$ cat config.mk
export PLATFORM = sky130hd
export DESIGN_NAME = tia_evaluator
export DESIGN_NICKNAME = d
export VERILOG_FILES = /design/src/design/tia_pkg.sv /design/src/design/tia_consec.sv /design/src/design/tia_heats.sv /design/src/design/tia_evaluator.sv
export SDC_FILE = /design/constraint.sdc
export NUM_CORES = 1
export LEC_CHECK = 0
export BUFFER_PORTS_ARGS = -buffer_cell sky130_fd_sc_hd__buf_2
export CAP_MARGIN = 10
export CORE_UTILIZATION = 60
export DETAILED_ROUTE_END_ITERATION = 12
export PLACE_DENSITY = 0.83
export SLEW_MARGIN = 20
export SYNTH_ARGS = -nofsm -noshare
export SYNTH_HDL_FRONTEND = slang
export SYNTH_SLANG_ARGS = --single-unit
$ cat constraint.sdc
create_clock -name clock -period 9.5 [get_ports clock]
set_clock_uncertainty 0.1 [all_clocks]
set_input_delay 1.9 -clock clock [delete_from_list [all_inputs] [get_ports clock]]
set_output_delay 1.9 -clock clock [all_outputs]
set_load 0.01 [all_outputs]
$ cat src/design/tia_pkg.sv
package tia_pkg;
    localparam int TEMP_W            = 12;
    localparam int VOLT_W            = 8;
    localparam int CNT_W             = 8;
    localparam int TIME_W            = 16;
    localparam int RAILS             = 2;
    localparam int EXC_TYPES         = 10;
    // equal heats limit, percent, fixed in hardware
    localparam int unsigned HEAT_LIMIT_PCT = 100;
    localparam int unsigned PCT_SCALE      = 100;
    // battery thresholds in volts
    localparam logic [VOLT_W-1:0] BATT_LOW_V  = 8'h16;
    localparam logic [VOLT_W-1:0] BATT_DEAD_V = 8'h12;
    localparam logic [CNT_W-1:0]  SHORT_AXLES = 8'h32;
    localparam logic [CNT_W-1:0]  SPIKE_MAX   = 8'h05;
    localparam logic [CNT_W-1:0]  CNT_ZERO    = 8'h00;
    localparam logic [CNT_W-1:0]  CNT_ONE     = 8'h01;
    localparam logic [CNT_W-1:0]  CNT_SAT     = 8'hff;
    // exception alarm bit positions
    localparam int EXC_ABS   = 0;
    localparam int EXC_SLOPE = 1;
    localparam int EXC_DIFF  = 2;
    localparam int EXC_DRAG  = 3;
    localparam int EXC_HILD  = 4;
    localparam int EXC_HOTW  = 5;
    localparam int EXC_SAT   = 6;
    localparam int EXC_WIDE  = 7;
    localparam int EXC_COLDW = 8;
    localparam int EXC_SLIDE = 9;

    typedef enum logic [1:0] {
        TIA_IDLE   = 2'b00,
        TIA_ARMED  = 2'b01,
        TIA_TRAIN  = 2'b10
    } tia_state_t;

    typedef struct packed {
        logic [TIME_W-1:0] on_time;
        logic [TIME_W-1:0] off_time;
        logic [EXC_TYPES-1:0] exc;
        logic [RAILS-1:0]     spike;
    } tia_axle_t;

    typedef struct packed {
        logic [TEMP_W-1:0] avg_rail1;
        logic [TEMP_W-1:0] avg_rail2;
        logic [VOLT_W-1:0] batt_volts;
        logic [RAILS-1:0]  cold_rail;
        logic [RAILS-1:0]  cold_wheel;
        logic [RAILS-1:0]  cold_wres;
        logic [RAILS*TEMP_W-1:0] resistor_temp;
        logic              timestamp_seen;
        logic              synthetic;
    } tia_summary_t;

    typedef struct packed {
        logic [CNT_W-1:0]  cold_trains;
        logic [CNT_W-1:0]  max_alarms;
        logic [TEMP_W-1:0] cold_journal;
    } tia_limits_t;

    typedef struct packed {
        logic             unequal_heats;
        logic             heats_consec;
        logic             low_batt;
        logic             dead_batt;
        logic             no_timestamp;
        logic             reverse_dir;
        logic             short_train;
        logic             stuck_dragger;
        logic [RAILS-1:0] cold_wheel_consec;
        logic [RAILS-1:0] cold_wres_consec;
        logic [RAILS-1:0] dead_resistor;
        logic             max_exceptions;
        logic [RAILS-1:0] spikes_exceeded;
        logic             pre_dragger;
        logic             pre_hiload;
        logic             test_train;
        logic             sliding_wheel;
    } tia_alarms_t;
endpackage

$ cat src/design/tia_consec.sv
`timescale 1ns/1ns
`default_nettype none
module tia_consec
    import tia_pkg::*;
(
    input  wire logic             clock,
    input  wire logic             sys_rst,
    input  wire logic             train_end,
    input  wire logic             hit,
    input  wire logic [CNT_W-1:0] limit,
    output logic                  tripped
);
    logic [CNT_W-1:0] cnt_q, cnt_d;
    logic             trip_q, trip_d;

    always_comb begin
        cnt_d  = cnt_q;
        trip_d = trip_q;
        if (train_end) begin
            if (hit) begin
                cnt_d = (cnt_q == CNT_SAT) ? cnt_q : cnt_q + CNT_ONE;
            end else begin
                cnt_d = CNT_ZERO;
            end
            // zero limit would trip on clean trains; require a hit too
            trip_d = hit && (cnt_d >= limit);
        end
    end

    always_ff @(posedge clock) begin
        if (sys_rst) begin
            cnt_q  <= CNT_ZERO;
            trip_q <= 1'b0;
        end else begin
            cnt_q  <= cnt_d;
            trip_q <= trip_d;
        end
    end

    assign tripped = trip_q;
endmodule // tia_consec
`default_nettype wire

$ cat src/design/tia_heats.sv
`timescale 1ns/1ns
`default_nettype none
module tia_heats
    import tia_pkg::*;
(
    input  wire logic              clock,
    input  wire logic              sys_rst,
    input  wire logic [TEMP_W-1:0] avg_a,
    input  wire logic [TEMP_W-1:0] avg_b,
    output logic                   over_limit
);
    localparam int PW = TEMP_W + 8;
    logic [TEMP_W-1:0] lo, hi;
    logic [PW-1:0]     lhs, rhs;
    logic              over_q, over_d;

    // (hi-lo)/lo*100 > limit, done as a cross multiply to avoid a divider
    always_comb begin
        lo     = (avg_a < avg_b) ? avg_a : avg_b;
        hi     = (avg_a < avg_b) ? avg_b : avg_a;
        lhs    = PW'(hi - lo) * PW'(PCT_SCALE);
        rhs    = PW'(lo) * PW'(HEAT_LIMIT_PCT);
        over_d = (lhs > rhs);
    end

    always_ff @(posedge clock) begin
        if (sys_rst) begin
            over_q <= 1'b0;
        end else begin
            over_q <= over_d;
        end
    end

    assign over_limit = over_q;
endmodule // tia_heats
`default_nettype wire

$ cat src/design/tia_evaluator.sv
// Overview of operation
// - percent difference is (high-low)/low times 100
// - unequal heats when difference exceeds fixed 100%
// - consecutive unequal-heats trains reaching limit fail
// - low battery at 18 to below 22 volts
// - dead battery below 18 volts
// - missing reader timestamp on arrival raises alarm
// - on-time above off-time on any axle after the first swaps gate sensor roles
// - swap on axle two or three flips direction
// - short train below 50 axles
// - consecutive dragger axles reaching limit is stuck
// - consecutive cold wheel trains per side alarm
// - consecutive cold wheel resistor trains per side
// - cold rail plus cold resistor means dead
// - ten per-axle alarm types count as exceptions
// - exception count above limit is integrity failure
// - more than five spikes per side fails
// - dragger open before first gate is stuck
// - high load open before first gate stuck
// - synthesised test trains carry test-train alarm
// - sliding wheel is exception and system alarm
// - cold rail when no bearing exceeds threshold
`timescale 1ns/1ns
`default_nettype none
module tia_evaluator
    import tia_pkg::*;
(
    input  wire logic                 clock,
    input  wire logic                 sys_rst,
    input  wire logic                 arrival,
    input  wire logic                 gate_hit,
    input  wire logic                 first_gate_dir,
    input  wire logic                 axle_valid,
    input  wire tia_pkg::tia_axle_t   axle,
    input  wire logic                 dragger_open,
    input  wire logic                 hiload_open,
    input  wire logic                 train_end,
    input  wire tia_pkg::tia_summary_t summary,
    input  wire tia_pkg::tia_limits_t limits,
    output tia_pkg::tia_alarms_t      alarms,
    output logic                      alarms_valid,
    output logic                      first_gate_opens,
    output logic                      travel_dir
);
    import tia_pkg::*;

    tia_state_t       st_q, st_d;
    logic [CNT_W-1:0] axles_q, axles_d;
    logic [CNT_W-1:0] exc_q, exc_d;
    logic [CNT_W-1:0] drag_run_q, drag_run_d;
    logic [CNT_W-1:0] spk_q [RAILS];
    logic [CNT_W-1:0] spk_d [RAILS];
    logic             opens_q, opens_d;
    logic             dir_q, dir_d;
    logic             rev_q, rev_d;
    logic             stuck_q, stuck_d;
    logic             slide_q, slide_d;
    logic             pdrag_q, pdrag_d;
    logic             phil_q, phil_d;
    tia_alarms_t      al_q, al_d;
    logic             av_q, av_d;
    logic             unequal;
    logic             heats_trip;
    logic [RAILS-1:0] cw_trip, cwr_trip, dead_res;
    logic [3:0]       exc_n;

    tia_heats u_heats (
        .clock      (clock),
        .sys_rst    (sys_rst),
        .avg_a      (summary.avg_rail1),
        .avg_b      (summary.avg_rail2),
        .over_limit (unequal)
    );

    // summary is held stable by the source until train_end is seen
    tia_consec u_heats_run (
        .clock     (clock),
        .sys_rst   (sys_rst),
        .train_end (train_end),
        .hit       (unequal),
        .limit     (limits.cold_trains),
        .tripped   (heats_trip)
    );

    genvar r;
    generate
        for (r = 0; r < RAILS; r++) begin : g_rail
            tia_consec u_cw (
                .clock     (clock),
                .sys_rst   (sys_rst),
                .train_end (train_end),
                .hit       (summary.cold_wheel[r]),
                .limit     (limits.cold_trains),
                .tripped   (cw_trip[r])
            );
            tia_consec u_cwr (
                .clock     (clock),
                .sys_rst   (sys_rst),
                .train_end (train_end),
                .hit       (summary.cold_wres[r]),
                .limit     (limits.cold_trains),
                .tripped   (cwr_trip[r])
            );
            // cold rail flag already reflects the cold journal compare
            assign dead_res[r] = summary.cold_rail[r] &&
                (summary.resistor_temp[r*TEMP_W +: TEMP_W] < limits.cold_journal);
        end
    endgenerate

    always_comb begin
        exc_n = 4'h0;
        for (int i = 0; i < EXC_TYPES; i++) begin
            exc_n = exc_n + {3'h0, axle.exc[i]};
        end
    end

    always_comb begin
        st_d       = st_q;
        axles_d    = axles_q;
        exc_d      = exc_q;
        drag_run_d = drag_run_q;
        spk_d      = spk_q;
        opens_d    = opens_q;
        dir_d      = dir_q;
        rev_d      = rev_q;
        stuck_d    = stuck_q;
        slide_d    = slide_q;
        pdrag_d    = pdrag_q;
        phil_d     = phil_q;
        case (st_q)
            TIA_IDLE: begin
                if (arrival || gate_hit) begin
                    axles_d    = CNT_ZERO;
                    exc_d      = CNT_ZERO;
                    drag_run_d = CNT_ZERO;
                    for (int k = 0; k < RAILS; k++) begin
                        spk_d[k] = CNT_ZERO;
                    end
                    opens_d = 1'b1;
                    rev_d   = 1'b0;
                    stuck_d = 1'b0;
                    slide_d = 1'b0;
                    pdrag_d = 1'b0;
                    phil_d  = 1'b0;
                    dir_d   = first_gate_dir;
                    st_d    = gate_hit ? TIA_TRAIN : TIA_ARMED;
                end
            end
            TIA_ARMED: begin
                // window between arrival and first gating pulse
                if (gate_hit) begin
                    dir_d = first_gate_dir;
                    st_d  = TIA_TRAIN;
                end else begin
                    pdrag_d = pdrag_q | dragger_open;
                    phil_d  = phil_q | hiload_open;
                end
            end
            TIA_TRAIN: begin
                if (axle_valid) begin
                    axles_d = (axles_q == CNT_SAT) ? axles_q : axles_q + CNT_ONE;
                    if (axles_q != CNT_ZERO && axle.on_time > axle.off_time) begin
                        opens_d = ~opens_q;
                        rev_d  = 1'b1;
                        if (axles_q == 8'h01 || axles_q == 8'h02) begin
                            dir_d = ~dir_q;
                        end
                    end
                    exc_d = (exc_q > CNT_SAT - 8'h0a) ? CNT_SAT : exc_q + {4'h0, exc_n};
                    if (axle.exc[EXC_DRAG]) begin
                        drag_run_d = (drag_run_q == CNT_SAT) ? drag_run_q
                                                            : drag_run_q + CNT_ONE;
                        if (drag_run_d >= limits.max_alarms) begin
                            stuck_d = 1'b1;
                        end
                    end else begin
                        drag_run_d = CNT_ZERO;
                    end
                    slide_d = slide_q | axle.exc[EXC_SLIDE];
                    for (int k = 0; k < RAILS; k++) begin
                        if (axle.spike[k] && spk_q[k] != CNT_SAT) begin
                            spk_d[k] = spk_q[k] + CNT_ONE;
                        end
                    end
                end
                if (train_end) begin
                    st_d = TIA_IDLE;
                end
            end
            default: st_d = TIA_IDLE;
        endcase
    end

    // heats and cold run fields are loaded the cycle after train_end so the run counters have settled; the rest load on train_end
    always_comb begin
        al_d = al_q;
        av_d = 1'b0;
        if (train_end) begin
            al_d.low_batt = (summary.batt_volts >= BATT_DEAD_V) &&
                            (summary.batt_volts < BATT_LOW_V);
            al_d.dead_batt     = summary.batt_volts < BATT_DEAD_V;
            al_d.no_timestamp  = !summary.timestamp_seen;
            al_d.reverse_dir   = rev_q;
            al_d.short_train   = axles_q < SHORT_AXLES;
            al_d.stuck_dragger = stuck_q;
            al_d.dead_resistor = dead_res;
            al_d.max_exceptions = exc_q > limits.max_alarms;
            for (int k = 0; k < RAILS; k++) begin
                al_d.spikes_exceeded[k] = spk_q[k] > SPIKE_MAX;
            end
            al_d.pre_dragger   = pdrag_q;
            al_d.pre_hiload    = phil_q;
            al_d.test_train    = summary.synthetic;
            al_d.sliding_wheel = slide_q;
        end
        if (av_q) begin
            al_d.unequal_heats     = unequal;
            al_d.heats_consec      = heats_trip;
            al_d.cold_wheel_consec = cw_trip;
            al_d.cold_wres_consec  = cwr_trip;
        end
        av_d = train_end;
    end

    always_ff @(posedge clock) begin
        if (sys_rst) begin
            st_q       <= TIA_IDLE;
            axles_q    <= CNT_ZERO;
            exc_q      <= CNT_ZERO;
            drag_run_q <= CNT_ZERO;
            for (int k = 0; k < RAILS; k++) begin
                spk_q[k] <= CNT_ZERO;
            end
            // kept in output sense so the port comes straight off the flop
            opens_q <= 1'b1;
            dir_q   <= 1'b0;
            rev_q   <= 1'b0;
            stuck_q <= 1'b0;
            slide_q <= 1'b0;
            pdrag_q <= 1'b0;
            phil_q  <= 1'b0;
            al_q    <= '0;
            av_q    <= 1'b0;
        end else begin
            st_q       <= st_d;
            axles_q    <= axles_d;
            exc_q      <= exc_d;
            drag_run_q <= drag_run_d;
            spk_q      <= spk_d;
            opens_q    <= opens_d;
            dir_q      <= dir_d;
            rev_q      <= rev_d;
            stuck_q    <= stuck_d;
            slide_q    <= slide_d;
            pdrag_q    <= pdrag_d;
            phil_q     <= phil_d;
            al_q       <= al_d;
            av_q       <= av_d;
        end
    end

    logic fin_q;
    always_ff @(posedge clock) begin
        if (sys_rst) begin
            fin_q <= 1'b0;
        end else begin
            fin_q <= av_q;
        end
    end

    assign alarms           = al_q;
    assign alarms_valid     = fin_q;
    assign first_gate_opens = opens_q;
    assign travel_dir       = dir_q;

    a_batt_dead: assert property (@(posedge clock) disable iff (sys_rst)
        train_end |=> al_q.dead_batt == ($past(summary.batt_volts) < BATT_DEAD_V))
        else $error("dead battery flag wrong");
    a_batt_low: assert property (@(posedge clock) disable iff (sys_rst)
        train_end |=> !(al_q.low_batt && al_q.dead_batt))
        else $error("low and dead battery both set");
    a_short_train: assert property (@(posedge clock) disable iff (sys_rst)
        train_end && st_q == TIA_TRAIN |=> al_q.short_train == ($past(axles_q) < SHORT_AXLES))
        else $error("short train flag wrong");
    a_gate_swap: assert property (@(posedge clock) disable iff (sys_rst)
        st_q == TIA_TRAIN && axle_valid && axles_q != CNT_ZERO
        && axle.on_time > axle.off_time |=> opens_q != $past(opens_q) && rev_q)
        else $error("gate roles not swapped");
    a_dir_flip: assert property (@(posedge clock) disable iff (sys_rst)
        st_q == TIA_TRAIN && axle_valid && axles_q == 8'h01
        && axle.on_time > axle.off_time |=> dir_q != $past(dir_q))
        else $error("direction not reversed");
    a_no_stamp: assert property (@(posedge clock) disable iff (sys_rst)
        train_end && !summary.timestamp_seen |=> al_q.no_timestamp ##1 alarms_valid)
        else $error("missing timestamp not flagged");
    a_pre_drag: assert property (@(posedge clock) disable iff (sys_rst)
        st_q == TIA_ARMED && !gate_hit && dragger_open |=> pdrag_q)
        else $error("pretrain dragger missed");
    a_test_train: assert property (@(posedge clock) disable iff (sys_rst)
        train_end |=> al_q.test_train == $past(summary.synthetic))
        else $error("test train flag wrong");
    a_spikes: assert property (@(posedge clock) disable iff (sys_rst)
        train_end |=> al_q.spikes_exceeded[0] == ($past(spk_q[0]) > SPIKE_MAX))
        else $error("spike limit wrong");

    c_full_train: cover property (@(posedge clock) st_q == TIA_ARMED ##[1:50] st_q == TIA_TRAIN);
    c_reverse: cover property (@(posedge clock) alarms_valid && alarms.reverse_dir);
    c_short: cover property (@(posedge clock) alarms_valid && alarms.short_train);
endmodule // tia_evaluator
`default_nettype wire

=== After elaboration in Yosys (flattened, before gate mapping) ===
Cells that the tools add are included.

* Word-level logic and storage cells: 204
* Bits in registers: 118
* Input bits: 145
* Output and inout port bits: 24

* Equality and inequality tests: 25
* Reductions and logical operators: 28
* Bitwise logic cells: 5
* Mux-type cells: 62
* $add $sub $neg: 20
* Order comparisons: 19
* Multiply operators: 2

{| class="wikitable"
|+ Operators by type and width
! cell !! number
|-
| two-way mux 8 bit || 25
|-
| adder 8 x 1 -> 8 bit, second input constant || 9
|-
| == test 8 bit, second input constant || 7
|-
| >= comparator 8 bit || 6
|-
| case mux 8 bit (2 select lines) || 3
|-
| < comparator 12 bit || 3
|-
| two-way mux 16 bit || 2
|-
| case mux 16 bit (2 select lines) || 1
|-
| adder 4 x 1 -> 4 bit || 6
|-
| two-way mux 12 bit || 2
|-
| inequality test 2 bit, second input constant || 12
|-
| > comparator 20 x 19 -> 1 bit || 1
|-
| multiplier 20 x 5 -> 18 bit, second input constant || 1
|-
| multiplier 12 x 5 -> 17 bit, second input constant || 1
|-
| two-way mux 1 bit || 17
|-
| > comparator 16 bit || 1
|-
| > comparator 8 x 3 -> 1 bit, second input constant || 2
|-
| < comparator 8 x 5 -> 1 bit, second input constant || 2
|-
| inequality test 8 bit, second input constant || 2
|-
| AND reduction 4 bit || 4
|-
| subtractor 12 x 12 -> 13 bit || 1
|-
| case mux 1 bit (2 select lines) || 6
|-
| logical AND 1 bit || 11
|-
| AND reduction 3 bit || 3
|-
| 25 further kinds || 33
|}

=== Depth between registers and ports, before layout ===
* Depth in word-level cells: 13
* Mapped depth: 38
* Gate-level depth less buffers: 35

=== By module ===
Synthesis repeated with hierarchy kept, for this count alone.

* Cell total of the unflattened synthesis: 1,624
* Area total of the unflattened synthesis: 13,045.0 um2

{| class="wikitable"
|+ By module, submodules not included
! module !! instances !! area an instance (um2) !! cells each
|-
| tia_evaluator || 1 || 4,953.5 || 598
|-
| tia_consec || 5 || 832.0 || 102
|-
| tia_heats || 1 || 3,931.3 || 516
|}

=== Least setup slack after synthesis ===
Ideal clock, no wire load.

* Path type: input port to flip-flop
* From: input summary[45] (netlist bit)
* To: register u_heats.over_q, in the netlist u_heats.over_limit
* Setup slack: 0.848 ns
* Library setup time: 0.079 ns
* Stages on the path: 37
* Buffers on the path: 3
* Data arrival time: 8.472 ns
* Path through: inv_1 -> ha_1 -> buf_6 -> a211oi_2 -> nor2_1 -> o21a_1 -> nor3_4 -> buf_2 -> clkbuf_1 -> a22oi_1 -> ha_1 -> o31a_1 -> o21a_1 -> nor2_1 -> xnor2_1 -> ha_1 -> ha_1 -> inv_1 -> fa_1 -> inv_1 -> ha_1 -> o21ai_0 -> nand2b_1 -> a21o_1 -> a21o_1 -> a21o_1 -> a21oi_1 -> o21a_1 -> nor2b_1 -> xnor2_1 -> ha_1 -> nand3_1 -> o21ai_0 -> nand3_1 -> a21o_1 -> nor2b_1 -> a211oi_2

* Longest elaborated chain between the ends: 5
* Elaborated cells on any way between the ends: 7
* Those cells by class: add/sub: 1; mul: 2; order compare: 2; mux: 2

{| class="wikitable"
|+ RTL lines
! item !! line !! RTL
|-
| from (decl) || tia_evaluator.sv:38 || <nowiki>input wire tia_pkg::tia_summary_t summary,</nowiki>
|-
| < comparator 12 bit || tia_heats.sv:19, tia_heats.sv:20 ||
|-
| two-way mux 12 bit, on equally long branches || tia_heats.sv:20, tia_heats.sv:19 ||
|-
| subtractor 12 x 12 -> 13 bit || tia_heats.sv:21 || <nowiki>lhs = PW'(hi - lo) * PW'(PCT_SCALE);</nowiki>
|-
| multiplier 20 x 5 -> 18 bit || tia_heats.sv:21 ||
|-
| > comparator 20 x 19 -> 1 bit (*) || tia_heats.sv:23 || <nowiki>over_d = (lhs > rhs);</nowiki>
|-
| to (signal assigned) || tia_heats.sv:30 || <nowiki>over_q <= over_d;</nowiki>
|-
| to (decl) || tia_heats.sv:15 || <nowiki>logic over_q, over_d;</nowiki>
|}

Mark *: on every way between the ends. The rest lies on a longest branch, timed or not.
A chain may end at the register's enable or synchronous reset.

=== Worst setup path in the final report ===
* From: input summary[51] (netlist bit)
* To: register u_heats.over_q, in the netlist u_heats.over_limit

The elaborated chain is that of the path after synthesis.

==> impl_metrics.toml <==
[status]
status = "completed"

[global_routing]
gr-total-overflow = 0
grt_usage_pct = 27.6
grt_pass1_wl_mm = 46.4
antenna_found_initial = 0
grt_max_degree = 55
grt_pass1_vias = 10463

[critical_path]
setup.worst_path.class = "input port to flop"
worst_path_most_repeated_cell = "ha_1"
path_max_fanout = 11
crit_slowest_cell = "ha_1"
cp.arrival_ps = 8960
crit_required_ps = 9750
max_stage_delay_ps = 500
critPathCaptureType = "flop"
startpoint_type = "input port"

[place]
port_buffers = 167
dp_slack_ps = 434
post-dp-hpwl_mm = 21.9
postPlaceCellArea_mm2 = 0.0132
finalWeightedCongestion = 0.897

[sta]
finalSetupViolations = 0
fin_crit_sh_pct = 91.7
drv_slew = 0
slew_headroom_pct = 37.9
worst_pin_slew_ps = 922
final.setup.worst_slack_ps = 785
period_minus_slack_ps = 8720
whs_ps = 359
rsz0062_at_grt = "false"
hold_viol_final = 0
fmax_mhz = 115
fin_tns_setup_ps = 0

[clock_tree]
cts-buffers-inserted = 17
clock-sinks = 118
ctsResizeCount = 0
clkLatencyLatePin_ps = 430
cts_htree_levels = 4
cts_tree = "done"
cts_buffer_depth = 2
clockRootBuffer = "clkbuf_16"
clkSlewWorstSetupHoldPaths_ps = 60
cts_hold_buf = 0
cts_setup_buffers = 0

[yosys]
synth_top_flop_cell = "dfxtp_1"
synthCells = 1541
synthesis.nets = 1935
ys_warn_count = 0
synth_seq_area_share_pct = 19.4
ys_ff_latch = 118
syn-cell-area_mm2 = 0.0122
synth_async_sr_flop_share_pct = 0
synth.avg_cell_area_um2 = 7.91
yosys.cell_types.count = 72
synth_edf_count = 0

[die]
die_y_um = 144
fp.dieArea_mm2 = 0.0209
die_width_um = 144
start_util_pct = 62.0
io_pins = 169
fp-row-count = 51
core_mm2 = 0.0197

[final_layout]
layout_commonest_cell = "ha_1"
diodes = 0
drive_above_1_share_pct = 13.3
syn_to_final_growth_pct = 13.2
layout_common_cells = "ha_1, nor2_1, inv_1, buf_2, dfxtp_1"
design_area_mm2 = 0.0138
nNetsFinal = 2083

[route]
drc_errors = 0
postRouteWirelength_mm = 28.1
post_drt_via_cell_ratio = 5.66
drtAntennaViolNets = 0
via_count = 11126
drt_iter0_drc = 517
firstDrtPassIters = 5
wire_per_inst_um = 14.3

[run]
cap_violations = 0

[power_and_ir_drop]
switchingPower_uw = 1350
irDropWorstVdd_uv = 253
p_seq_share_pct = 16.7
p_comb_share_pct = 63.1
pwr-share-clk_pct = 20.2
pwr_density_cell_mw_per_mm2 = 227
p_leak_uw = 0.00711
p_sw_share_pct = 43.1
internal_power_uw = 1780
power_uw = 3130

[min_path]
hold_path.class = "flop to flop"
-- stage by stage --
stage / utilization [%] / cells
3_5_place_dp: 67.2 / 1935
6_report: 70.2 / 1967
3_3_place_gp: 67.2 / 1935
4_1_cts: 70.2 / 1967
2_1_floorplan: - / 1541
5_1_grt: 70.2 / 1967
-- final timing paths --
| check | start | endpoint | slack [ps] | depth (start not counted) |
|---|---|---|---|---|
| worst min register to register | exc_q[0]$_SDFFE_PP0P_ | exc_q[0]$_SDFFE_PP0P_ | 360 | 2 |
| worst min-delay path | exc_q[0]$_SDFFE_PP0P_ | exc_q[0]$_SDFFE_PP0P_ | 360 | 2 |
| worst max-delay path | summary[51] | u_heats.over_limit$_SDFF_PP0_ | 780 | 35 |
| worst max register to register | drag_run_q[0]$_SDFFE_PP0P_ | stuck_q$_SDFFE_PP0P_ | 6000 | 15 |
-- cells by family (layout without fill, tap and decap cells) --
kind of cell	after synthesis	after routing	share of synthesized area, %
DFF	118	118	19.4
AOI/OAI and AO/OA	312	312	16.5
and+or+nand+nor	525	525	20.8
buffers and inverters	215	376	6.80
xor gates and xnor gates	76	76	5.46
adders and majority gates	249	249	27.1
muxes	46	46	3.85
-- Yosys cell counts, drive strengths merged (3+ instances only) --
cell    number  share of area, %
ha         224                23
nor2       173               5.3
inv        170               5.2
dfxtp      118                19
nand2      108               3.3
a21oi      101               4.2
o21ai       57               2.4
nand3       51               2.1
a21o        50               3.1
mux2i       42               3.5
xor2        41               2.9
nor3        36               1.6
xnor2       35               2.5
clkbuf      34               1.1
nand4       31               1.6
and3        27               1.4
nand2b      26               1.3
fa          25               4.1
nor2b       25               1.3
a31oi       19               1.0
o21a        14              0.86
a22oi       13              0.80
buf         11              0.50
a211oi      10              0.74
and2         8              0.41
o22ai        8              0.46
nand3b       7              0.43
nor4         6              0.31
o211ai       6              0.37
and4         5              0.36
o21bai       5              0.31
o32ai        5              0.36
or3          5              0.26
mux2         4              0.40
nor3b        4              0.25
nor4b        4              0.29
o31ai        4              0.33
o311a        3              0.25
or2          3              0.15
or4          3              0.18
-- area by class of cell --
type,count,area (um2)
clock inverter,14,153
inverter,170,638
fill,1576,5860
timing repair buffer,174,891
tap,265,332
sequential,118,2360
multi-input combinational,1208,8990
clock buffer,18,429
-- worst max-delay path: cells and delay by family --
family | cells | cell delay, ps
buf+inv | 4 | 260
compound gates | 14 | 2810
simple gates | 8 | 1230
fa+ha+maj | 7 | 2440
xor+xnor | 2 | 320
-- power groups by stage --
stage / registers (uW) / logic [uW] / clock network (uW)
detailed placement: 531 / 1970 / 0
global placement: 531 / 1870 / 0
global route: 524 / 2280 / 662
CTS: 522 / 1980 / 640
floorplan: 528 / 1530 / 0
finish: 522 / 1980 / 634
-- routing by layer --
metal  share of wire (%)  global-route usage (%)  wire, um  vias to the layer above
li1                    -                       -         -                     5687
met1                  46                    33.8     12800                     5105
met2                  48                    49.0     13400                      293
met3                 4.7                    4.37      1310                       41
met4                 1.9                    8.81       544                        0
met5                   0                       0         0                        -
-- state kept, by name, summed over array words and instances (netlist names) --
register and count:
g_rail.u_cwr.tripped 2, spk_q 16, st_q 2, g_rail.u_cwr.cnt_q 16, axles_q 8, travel_dir 1, phil_q 1, u_heats_run.cnt_q 8
stuck_q 1, u_heats_run.tripped 1, alarms 21, exc_q 8, g_rail.u_cw.tripped 2, first_gate_opens 1, drag_run_q 8, slide_q 1
rev_q 1, pdrag_q 1, u_heats.over_limit 1, g_rail.u_cw.cnt_q 16, alarms_valid 1, av_q 1
Note: power is estimated with default switching activity, not from simulation.
